**src/sacc_pkg.sv**
```systemverilog
// Constants for the communications control register of the sync adapter
// How it works
// - 8-bit read/write register at base plus four
// - Bit 7 reads test line on DTE
// - Bit 6 always reads zero
// - Bit 5 drives local loopback on DTE
// - Bit 4 drives remote loopback on DTE
// - Sync jumper routes bit 4 to sync
// - DCE bit 3 selects and drives rx clock
// - DTE never drives receive clock out
// - DTE bit 2 drives or receives tx clock
// - DCE never takes tx clock from connector
// - Bit 1 enables receivers under jumper control
// - Bit 0 enables drivers under jumper control
// - DCE holds test line off, no loopbacks
// - DTE can interrupt on test condition
// - DTE handshake routing through channels A, B
// - DCE handshake routing through channels A, B
// - Channel B receives data and clock
// - Test interrupt only when source selects it
package sacc_pkg;

    // ************************************************************
    // Register map
    // ************************************************************
    localparam logic [15:0] COMM_OFFSET   = 16'h0004;
    localparam logic [5:0]  CTL_RESET     = 6'h00;
    localparam logic [7:0]  RDATA_RESET   = 8'h00;
    localparam int          BIT_TEST      = 7;
    localparam int          BIT_LOCAL     = 5;
    localparam int          BIT_REMOTE    = 4;
    localparam int          BIT_RXCLK     = 3;
    localparam int          BIT_TXCLK     = 2;
    localparam int          BIT_RXEN      = 1;
    localparam int          BIT_TXEN      = 0;
    localparam logic [1:0]  INT_SRC_TEST  = 2'h3;

    // ************************************************************
    // Synchronised pin vector layout
    // ************************************************************
    localparam int PIN_BUILD  = 0;
    localparam int PIN_DRVJ   = 1;
    localparam int PIN_SYNCJ  = 2;
    localparam int PIN_TEST   = 3;
    localparam int PIN_RETURNED_TX_CLOCK_LINE  = 4;
    localparam int PIN_RETURNED_RX_CLOCK_LINE  = 5;
    localparam int PIN_CLKA   = 6;
    localparam int PIN_CLKB   = 7;
    localparam int PIN_RTS_A  = 8;
    localparam int PIN_DTR_A  = 9;
    localparam int PIN_DTR_B  = 10;
    localparam int PIN_HS     = 11;
    localparam int PIN_COUNT  = 16;

    // ************************************************************
    // Connector handshake lines
    // ************************************************************
    localparam int         HS_RTS    = 0;
    localparam int         HS_CTS    = 1;
    localparam int         HS_DSR    = 2;
    localparam int         HS_CD     = 3;
    localparam int         HS_DTR    = 4;
    localparam logic [4:0] DRIVE_DTE = 5'h11;
    localparam logic [4:0] DRIVE_DCE = 5'h0E;
    localparam logic [4:0] HS_IDLE   = 5'h1F;

endpackage

```
**src/sacc_comm_ctrl.sv**
```systemverilog
// Communications control register and line routing of the sync adapter
`timescale 1ns/10ps
module sacc_comm_ctrl #(
    parameter logic [15:0] base_address = 16'h0300
) (
    // Host bus
    input  wire logic        clk,
    input  wire logic        reset,
    input  wire logic [15:0] io_addr,
    input  wire logic        io_write,
    input  wire logic        io_read,
    input  wire logic [7:0]  io_wdata,
    output logic      [7:0]  io_rdata,
    output logic             io_rdata_valid,
    // Board straps and configuration register
    input  wire logic        build_is_dce,
    input  wire logic        driver_jumper,
    input  wire logic        sync_jumper,
    input  wire logic [1:0]  int_source_sel,
    // Test lines
    input  wire logic        test_mode_line_in,
    output logic             test_mode_line_out,
    output logic             test_mode_line_oe_n,
    output logic             local_loop_signal,
    output logic             remote_loop_signal,
    output logic             test_condition_interrupt,
    // Line driver and receiver enables
    output logic             line_receivers_on,
    output logic             line_drivers_on,
    // Connector clock lines
    input  wire logic        returned_rx_clock_line,
    input  wire logic        returned_tx_clock_in,
    output logic             returned_tx_clock_out,
    output logic             returned_tx_clock_oe_n,
    output logic             terminal_tx_clock_out,
    output logic             terminal_tx_clock_oe_n,
    // Serial controller clock pins
    input  wire logic        ctrl_a_clock_in,
    output logic             ctrl_a_clock_out,
    output logic             ctrl_a_clock_oe_n,
    input  wire logic        ctrl_b_clock_pin,
    output logic             ctrl_rx_clock_pin,
    output logic             ctrl_a_sync,
    // Serial controller handshake pins
    input  wire logic        ctrl_a_rts,
    input  wire logic        ctrl_a_dtr,
    input  wire logic        ctrl_b_dtr,
    output logic             ctrl_a_cts,
    output logic             ctrl_a_dcd,
    output logic             ctrl_b_dcd,
    // Connector handshake lines
    input  wire logic [4:0]  hs_in,
    output logic      [4:0]  hs_out,
    output logic      [4:0]  hs_oe_n
);
    // ************************************************************
    // State
    // ************************************************************
    typedef struct packed {
        logic       dce;
        logic [5:0] ctl;
        logic [7:0] rdata;
        logic       rvalid;
        logic       tm_out;
        logic       tm_oe_n;
        logic       local_loop;
        logic       remote_loop;
        logic       tm_irq;
        logic       rx_on;
        logic       tx_on;
        logic       returned_tx_clock_line_out;
        logic       returned_tx_clock_line_oe_n;
        logic       terminal_tx_clock_line_out;
        logic       terminal_tx_clock_line_oe_n;
        logic       clka_out;
        logic       clka_oe_n;
        logic       rx_clk;
        logic       sync_a;
        logic       a_cts;
        logic       a_dcd;
        logic       b_dcd;
        logic [4:0] hs_out;
        logic [4:0] hs_oe_n;
    } sacc_ctrl_s;

    localparam logic [15:0] REG_ADDR = base_address + sacc_pkg::COMM_OFFSET;

    sacc_ctrl_s                          st;
    sacc_ctrl_s                          next_st;
    logic       [sacc_pkg::PIN_COUNT-1:0] pin_raw;
    logic       [sacc_pkg::PIN_COUNT-1:0] p;
    logic                                reg_hit;
    logic       [7:0]                    status_now;
    logic       [4:0]                    hs_s;

    // ************************************************************
    // Pin synchronisation
    // ************************************************************
    assign pin_raw = {hs_in, ctrl_b_dtr, ctrl_a_dtr, ctrl_a_rts,
                      ctrl_b_clock_pin, ctrl_a_clock_in,
                      returned_rx_clock_line, returned_tx_clock_in,
                      test_mode_line_in, sync_jumper, driver_jumper,
                      build_is_dce};

    sacc_sync #(
        .width (sacc_pkg::PIN_COUNT)
    ) u_sync (
        .clk  (clk),
        .din  (pin_raw),
        .dout (p)
    );

    assign hs_s    = p[sacc_pkg::PIN_HS +: 5];
    assign reg_hit = (io_addr == REG_ADDR);

    // Read view: test line on DTE only, reserved bit zero
    assign status_now = {!st.dce && p[sacc_pkg::PIN_TEST],
                         1'b0,
                         st.ctl};

    // ************************************************************
    // Next state
    // ************************************************************
    always_comb begin
        next_st        = st;
        next_st.rvalid = 1'b0;
        if (reset) begin
            next_st            = '0;
            next_st.dce        = p[sacc_pkg::PIN_BUILD];
            next_st.ctl        = sacc_pkg::CTL_RESET;
            next_st.rdata      = sacc_pkg::RDATA_RESET;
            next_st.tm_oe_n    = 1'b1;
            next_st.returned_tx_clock_line_oe_n = 1'b1;
            next_st.terminal_tx_clock_line_oe_n = 1'b1;
            next_st.clka_oe_n  = 1'b1;
            next_st.hs_oe_n    = sacc_pkg::HS_IDLE;
        end else begin
            // Host access
            if (io_write && reg_hit) begin
                next_st.ctl = io_wdata[5:0];
            end
            if (io_read && reg_hit) begin
                next_st.rdata  = status_now;
                next_st.rvalid = 1'b1;
            end

            // Test lines
            next_st.tm_out      = 1'b0;
            next_st.tm_oe_n     = !st.dce;
            next_st.local_loop  = !st.dce && st.ctl[sacc_pkg::BIT_LOCAL];
            next_st.remote_loop = !st.dce && st.ctl[sacc_pkg::BIT_REMOTE];
            next_st.sync_a      = p[sacc_pkg::PIN_SYNCJ]
                                  && st.ctl[sacc_pkg::BIT_REMOTE];
            next_st.tm_irq      = !st.dce && p[sacc_pkg::PIN_TEST]
                                  && (int_source_sel == sacc_pkg::INT_SRC_TEST);

            // Line enables; jumper high hands them to the register
            next_st.rx_on = !p[sacc_pkg::PIN_DRVJ]
                            || st.ctl[sacc_pkg::BIT_RXEN];
            next_st.tx_on = !p[sacc_pkg::PIN_DRVJ]
                            || st.ctl[sacc_pkg::BIT_TXEN];

            // Receive clock: channel B pin or returned receive line
            if (st.ctl[sacc_pkg::BIT_RXCLK]) begin
                next_st.rx_clk = p[sacc_pkg::PIN_CLKB];
            end else begin
                next_st.rx_clk = p[sacc_pkg::PIN_RETURNED_RX_CLOCK_LINE];
            end
            if (st.dce && st.ctl[sacc_pkg::BIT_RXCLK]) begin
                next_st.returned_tx_clock_line_out  = p[sacc_pkg::PIN_CLKB];
                next_st.returned_tx_clock_line_oe_n = 1'b0;
            end else begin
                next_st.returned_tx_clock_line_out  = 1'b0;
                next_st.returned_tx_clock_line_oe_n = 1'b1;
            end

            // Transmit clock
            next_st.terminal_tx_clock_line_out  = p[sacc_pkg::PIN_CLKA];
            next_st.terminal_tx_clock_line_oe_n = !st.ctl[sacc_pkg::BIT_TXCLK];
            if (!st.dce && !st.ctl[sacc_pkg::BIT_TXCLK]) begin
                next_st.clka_out  = p[sacc_pkg::PIN_RETURNED_TX_CLOCK_LINE];
                next_st.clka_oe_n = 1'b0;
            end else begin
                next_st.clka_out  = 1'b0;
                next_st.clka_oe_n = 1'b1;
            end

            // Handshake routing
            if (st.dce) begin
                next_st.hs_out          = '0;
                next_st.hs_out[sacc_pkg::HS_CTS] = p[sacc_pkg::PIN_RTS_A];
                next_st.hs_out[sacc_pkg::HS_DSR] = p[sacc_pkg::PIN_DTR_A];
                next_st.hs_out[sacc_pkg::HS_CD]  = p[sacc_pkg::PIN_DTR_B];
                next_st.hs_oe_n = ~sacc_pkg::DRIVE_DCE;
                next_st.a_cts   = hs_s[sacc_pkg::HS_RTS];
                next_st.a_dcd   = hs_s[sacc_pkg::HS_DTR];
                next_st.b_dcd   = 1'b0;
            end else begin
                next_st.hs_out          = '0;
                next_st.hs_out[sacc_pkg::HS_RTS] = p[sacc_pkg::PIN_RTS_A];
                next_st.hs_out[sacc_pkg::HS_DTR] = p[sacc_pkg::PIN_DTR_A];
                next_st.hs_oe_n = ~sacc_pkg::DRIVE_DTE;
                next_st.a_cts   = hs_s[sacc_pkg::HS_CTS];
                next_st.a_dcd   = hs_s[sacc_pkg::HS_CD];
                next_st.b_dcd   = hs_s[sacc_pkg::HS_DSR];
            end
        end
    end

    always_ff @(posedge clk) begin
        st <= next_st;
    end

    // ************************************************************
    // Outputs
    // ************************************************************
    assign io_rdata                 = st.rdata;
    assign io_rdata_valid           = st.rvalid;
    assign test_mode_line_out       = st.tm_out;
    assign test_mode_line_oe_n      = st.tm_oe_n;
    assign local_loop_signal        = st.local_loop;
    assign remote_loop_signal       = st.remote_loop;
    assign test_condition_interrupt = st.tm_irq;
    assign line_receivers_on        = st.rx_on;
    assign line_drivers_on          = st.tx_on;
    assign returned_tx_clock_out    = st.returned_tx_clock_line_out;
    assign returned_tx_clock_oe_n   = st.returned_tx_clock_line_oe_n;
    assign terminal_tx_clock_out    = st.terminal_tx_clock_line_out;
    assign terminal_tx_clock_oe_n   = st.terminal_tx_clock_line_oe_n;
    assign ctrl_a_clock_out         = st.clka_out;
    assign ctrl_a_clock_oe_n        = st.clka_oe_n;
    assign ctrl_rx_clock_pin        = st.rx_clk;
    assign ctrl_a_sync              = st.sync_a;
    assign ctrl_a_cts               = st.a_cts;
    assign ctrl_a_dcd               = st.a_dcd;
    assign ctrl_b_dcd               = st.b_dcd;
    assign hs_out                   = st.hs_out;
    assign hs_oe_n                  = st.hs_oe_n;
endmodule // sacc_comm_ctrl

```
**src/sacc_sync.sv**
```systemverilog
// Two flip-flop synchroniser for board pins
`timescale 1ns/10ps
module sacc_sync #(
    parameter int width = 16
) (
    // Clock
    input  wire logic             clk,
    // Pins and synchronised copy
    input  wire logic [width-1:0] din,
    output logic      [width-1:0] dout
);
    typedef struct packed {
        logic [width-1:0] stage1;
        logic [width-1:0] stage2;
    } sacc_sync_s;

    sacc_sync_s st;
    sacc_sync_s next_st;

    // No reset: the build strap must flow through during reset
    always_comb begin
        next_st.stage1 = din;
        next_st.stage2 = st.stage1;
    end

    always_ff @(posedge clk) begin
        st <= next_st;
    end

    assign dout = st.stage2;

endmodule // sacc_sync

```
**config.mk**
```make
export PLATFORM = sky130hd
export DESIGN_NAME = sacc_comm_ctrl
export DESIGN_NICKNAME = d
export VERILOG_FILES = /design/src/sacc_pkg.sv /design/src/sacc_comm_ctrl.sv /design/src/sacc_sync.sv
export SDC_FILE = /design/constraint.sdc
export NUM_CORES = 1
export LEC_CHECK = 0
export ABC_AREA = 1
export ABC_CLOCK_PERIOD_IN_PS = 1100
export BUFFER_PORTS_ARGS = -buffer_cell sky130_fd_sc_hd__buf_2
export CORE_MARGIN = 2
export CORE_UTILIZATION = 47
export CTS_CLUSTER_SIZE = 8
export DETAILED_ROUTE_END_ITERATION = 8
export GPL_TIMING_DRIVEN = 0
export PLACE_DENSITY = 0.78
export SLEW_MARGIN = 40
export SYNTH_ARGS = -nofsm -noshare
export SYNTH_HDL_FRONTEND = slang
export SYNTH_SLANG_ARGS = --single-unit
export TNS_END_PERCENT = 10
```
**constraint.sdc**
```tcl
create_clock -name clk -period 1.1 [get_ports clk]
set_input_delay 0.11 -clock clk [delete_from_list [all_inputs] [get_ports clk]]
set_output_delay 0.11 -clock clk [all_outputs]
set_load 0.02 [all_outputs]
```
Word-level counts from Yosys, hierarchy flattened
Cells that the tools add are included.
Word-level totals
  output and inout bits: 37
  bits in registers: 75
  memory bits (read-only): 0
  bits of input ports: 46
  latch bits: 0
  logic and storage cells: 55
  memories: 0
  bits in writable memories: 0
Cells by class
  mux-type cells: 5
  order comparisons: 0
  $mul: 0
  bitwise logic cells: 3
  eq/ne operators: 2
  reductions and logical operators: 18
  div/mod/pow operators: 0
  shifts and indexed selects: 0
  add/sub/neg operators: 0
Operators by type and width (count)
  equality test 16 x 10 -> 1 bit (second input constant): 1
  2-to-1 mux 13 bit: 1
  logical AND 1 bit: 9
  2-to-1 mux 9 bit: 1
  OR reduction 2 bit: 4
  2-to-1 mux 2 bit: 2
  logical NOT 1 bit: 3
  inverter 1 bit: 3
  equality test 2 bit (second input constant): 1
  logical OR 1 bit: 2
  2-to-1 mux 1 bit: 1

Depth between registers and ports, before layout
  depth in word-level cells: 4
  gate-level depth with buffers: 9
  depth with buffers taken out: 8

Modules after synthesis
Synthesis repeated with hierarchy kept, for this count alone.
Second synthesis, totals
  cells, all modules: 217
  area total of the unflattened synthesis: 2107.0 sq um
Modules (own cells, without submodules)
  sacc_comm_ctrl: seq. area each 770.7 sq um, area an instance 1466.4 sq um, cells an instance 185, instances 1
  sacc_sync: seq. area each 640.6 sq um, area an instance 640.6 sq um, cells an instance 32, instances 1

Least setup slack after synthesis
OpenSTA, ideal clock, no wires.
  path type: input -> register
  start: input io_addr[15]
  end: register st, in the netlist io_rdata[3]
  stages: 7
  data arrival time: 0.779 ns
  required time: 0.987 ns
  slack: 0.208 ns
  path through: nor2_1 -> nand2_1 -> nor2_4 -> nand3_4 -> buf_6 -> nor2_1 -> nor2_1
Between the ends
  longest elaborated chain between the ends: 2
RTL lines
  start, declared: RTL line sacc_comm_ctrl.sv:9  | input wire logic [15:0] io_addr,
  equality test 16 x 10 -> 1 bit: RTL line sacc_comm_ctrl.sv:114  | assign reg_hit = (io_addr == REG_ADDR);
  logical AND 1 bit: RTL line sacc_comm_ctrl.sv:142  | if (io_read && reg_hit) begin
  end signal, assigned: RTL line sacc_comm_ctrl.sv:211  | st <= next_st;
  end, declared: RTL line sacc_comm_ctrl.sv:88  | sacc_ctrl_s st;
Every way passes these cells.
A chain may end at the register's enable or synchronous reset.

Final worst setup path
  start: register st, in the netlist hs_oe_n[3]
  end: output hs_oe_n[3]
RTL lines
  end, declared: RTL line sacc_comm_ctrl.sv:54  | output logic [4:0] hs_oe_n
No word-level cell between the ends.

==> impl_metrics.toml <==
[setup_path]
worst_setup_path_end_kind = "primary output"
path_max_fanout = 4
cp.required_ns = 0.99
critPathKind = "flip-flop to primary output"
startpoint_type = "flip-flop"
worstPathArrival_ns = 0.96
ff2ff_path_depth = 3

[placement]
place_congestion = 0.7530
portBuffers = 78
hpwl_mm = 2.644
placed_area_um2 = 2569

[grt]
grt_pass1_wl_mm = 6.610
gr-usage-all-layers_pct = 17.79
antenna_found_initial = 0
overflow = 0
grt_max_degree = 13
grt_pass1_vias = 1550

[sta]
period_needed_ns = 1.070
hold_slack_ns = 0.02664
timing.fmax_ghz = 0.9345
post-route-period-util_pct = 97.28
finalSetupTns_ns = 0
finalHoldViolCount = 0
skew_ns = 0.006923
drv_slew = 0
finalSetupViolations = 0
rsz0062_at_grt = "yes"

[clock_tree]
cts_sinks = 70
cts_buffer_depth = 2
clkLatencyLatePin_ns = 0.34
cts_root_buf = "clkbuf_8"
numCtsBuffers = 9
cts_tree = "done"
cts.clk_slew.worst_paths_ns = 0.07
cts_max_level = 3

[finish]
layout-drive-gt1-share_pct = 37.61
antenna_cells = 0
syn_to_final_growth_pct = 43.71
nets = 376
utilization_pct = 70.11
stdcell_area_um2 = 3032

[logic_synthesis]
post-synth-top-count-cell = "dfxtp_1"
synth_edf_count = 1
synth.distinct_cells = 16
yosys.area.top_type = "dfxtp_1"
ys_ff_latch = 70
avgSynthCellArea_um2 = 9.721
synthTopCellsByArea = "dfxtp_1 (65%), nor2_1 (8.7%), buf_4 (7.1%)"
synth_cells = 217
synth.top_cells.by_count = "dfxtp_1 (69), nor2_1 (49), nand2_1 (36)"
ys.flop_type = "dfxtp_1"
async_reset_ff_share_pct = 0
synth_top_area_share_pct = 65.48
syn_area_um2 = 2110
synth_seq_area_share_pct = 66.90
yosys_warnings = 0

[detailed_routing]
via_per_inst = 4.088
drc_errors = 0
ant_nets = 0
route.vias.total = 1582
drt_iter0_markers = 56
drt-total-wl_mm = 4.038
drt_first_pass_iters = 4
route.detailed.wl_per_inst_um = 10.43

[pwr]
powerDensity_nw_per_um2 = 1696
intPower_w = 0.004050
p_switching_w = 0.001091
seq_power_share_pct = 51.7
clock_power_share_pct = 41.8
p_sw_share_pct = 21.23
peakVddDrop_uv = 1559
leakage_nw = 1.590
pwr-share-comb_pct = 6.5

[die]
rows = 24
pin_count = 83
start_util_pct = 48.78
coreArea_um2 = 4324
fp.dieW_um = 71.00
die_area_um2 = 5040
die_h_um = 71.00

[min_path]
hold_path_class = "input port to flip-flop"
hold_depth = 3

[run]
drv_cap = 0

[run_status]
status = "completed"
[through the flow]
stage | total power [W] | instances | setup WS [ns]
6_report | 0.005141 | 387 | 0.02991
5_1_grt | 0.005346 | 387 | -0.008875
4_1_cts | 0.005180 | 387 | 0.01794
3_5_place_dp | 0.002979 | 348 | 0.001442
3_3_place_gp | 0.002966 | 348 | 0.01099
2_1_floorplan | 0.002848 | 218 | 0.2079
[critical path, cell delays in order, from the launching register on]
cell,delay (ns)
dfxtp_2,0.34
buf_4,0.13
buf_4,0.15
[logic make-up after synthesis]
| logic type | Yosys count | share of synthesized area, % |
|---|---|---|
| DFF | 70 | 66.90 |
| AOI/OAI and AO/OA | 5 | 1.542 |
| buffers and inverters | 49 | 13.05 |
| other | 1 | 0.1778 |
| and+or+nand+nor | 92 | 18.33 |
[power groups by stage]
stage	clock, W	sequential [W]	combinational [W]
after floorplan	0	0.00274	0.000111
after global placement	0	0.00271	0.000255
after detailed placement	0	0.00272	0.000262
after CTS	0.00220	0.00266	0.000324
after global routing	0.00232	0.00267	0.000362
final	0.00215	0.00266	0.000332
[final timing paths]
path	start	endpoint	slack (ns)
hold / removal	int_source_sel[1]	test_condition_interrupt	0.03
setup reg to reg	st[43]	local_loop_signal	0.13
setup / recovery	hs_oe_n[3]	hs_oe_n[3]	0.03
hold reg to reg	u_sync.next_st[6]	u_sync.dout[6]	0.33
[cell type report]
| cell class | instances | area [um^2] |
|---|---|---|
| Sequential cell | 70 | 1413 |
| Fill cell | 346 | 1292 |
| Timing Repair Buffer | 101 | 628.1 |
| Multi-Input combinational cell | 99 | 431.7 |
| Buffer | 23 | 177.7 |
| Clock buffer | 12 | 165.2 |
| Inverter | 26 | 97.59 |
| Tap cell | 52 | 65.06 |
| Clock inverter | 4 | 53.80 |
[sequential cells by signal, indices dropped and copies added (netlist names), 2 cells and up]
| name | count |
|---|---|
| u_sync.next_st | 16 |
| hs_out | 5 |
| hs_oe_n | 2 |
| io_rdata | 7 |
| st | 7 |
| u_sync.dout | 16 |
[cell usage in the layout, fill, tap and decap left out, types with 3 or more instances in the layout]
cell type | netlist | layout
buf_2 | 1 | 76
dfxtp_1 | 69 | 68
nor2_1 | 49 | 47
nand2_1 | 36 | 36
inv_1 | 26 | 26
buf_4 | 20 | 23
dlygate4sd3_1 | 0 | 23
clkbuf_8 | 0 | 12
a21oi_1 | 3 | 3
[metal layers]
metal | GRT usage (%) | part of all wire (%) | wire length, um
met2 | 31.15 | 52 | 2097
met1 | 17.30 | 39 | 1557
met3 | 6.410 | 6.3 | 254
met5 | 0 | 0 | 0
met4 | 12.37 | 3.2 | 128
[repair_timing]
action	4_1_cts	5_1_grt
endpoints found under the hold margin	23	0
pin swaps	0	0
setup buffers	0	0
hold buffers	23	0
gates resized for setup	1	5
endpoints found under the setup margin	3	9
No activity file was read; power rests on OpenSTA's default activity.
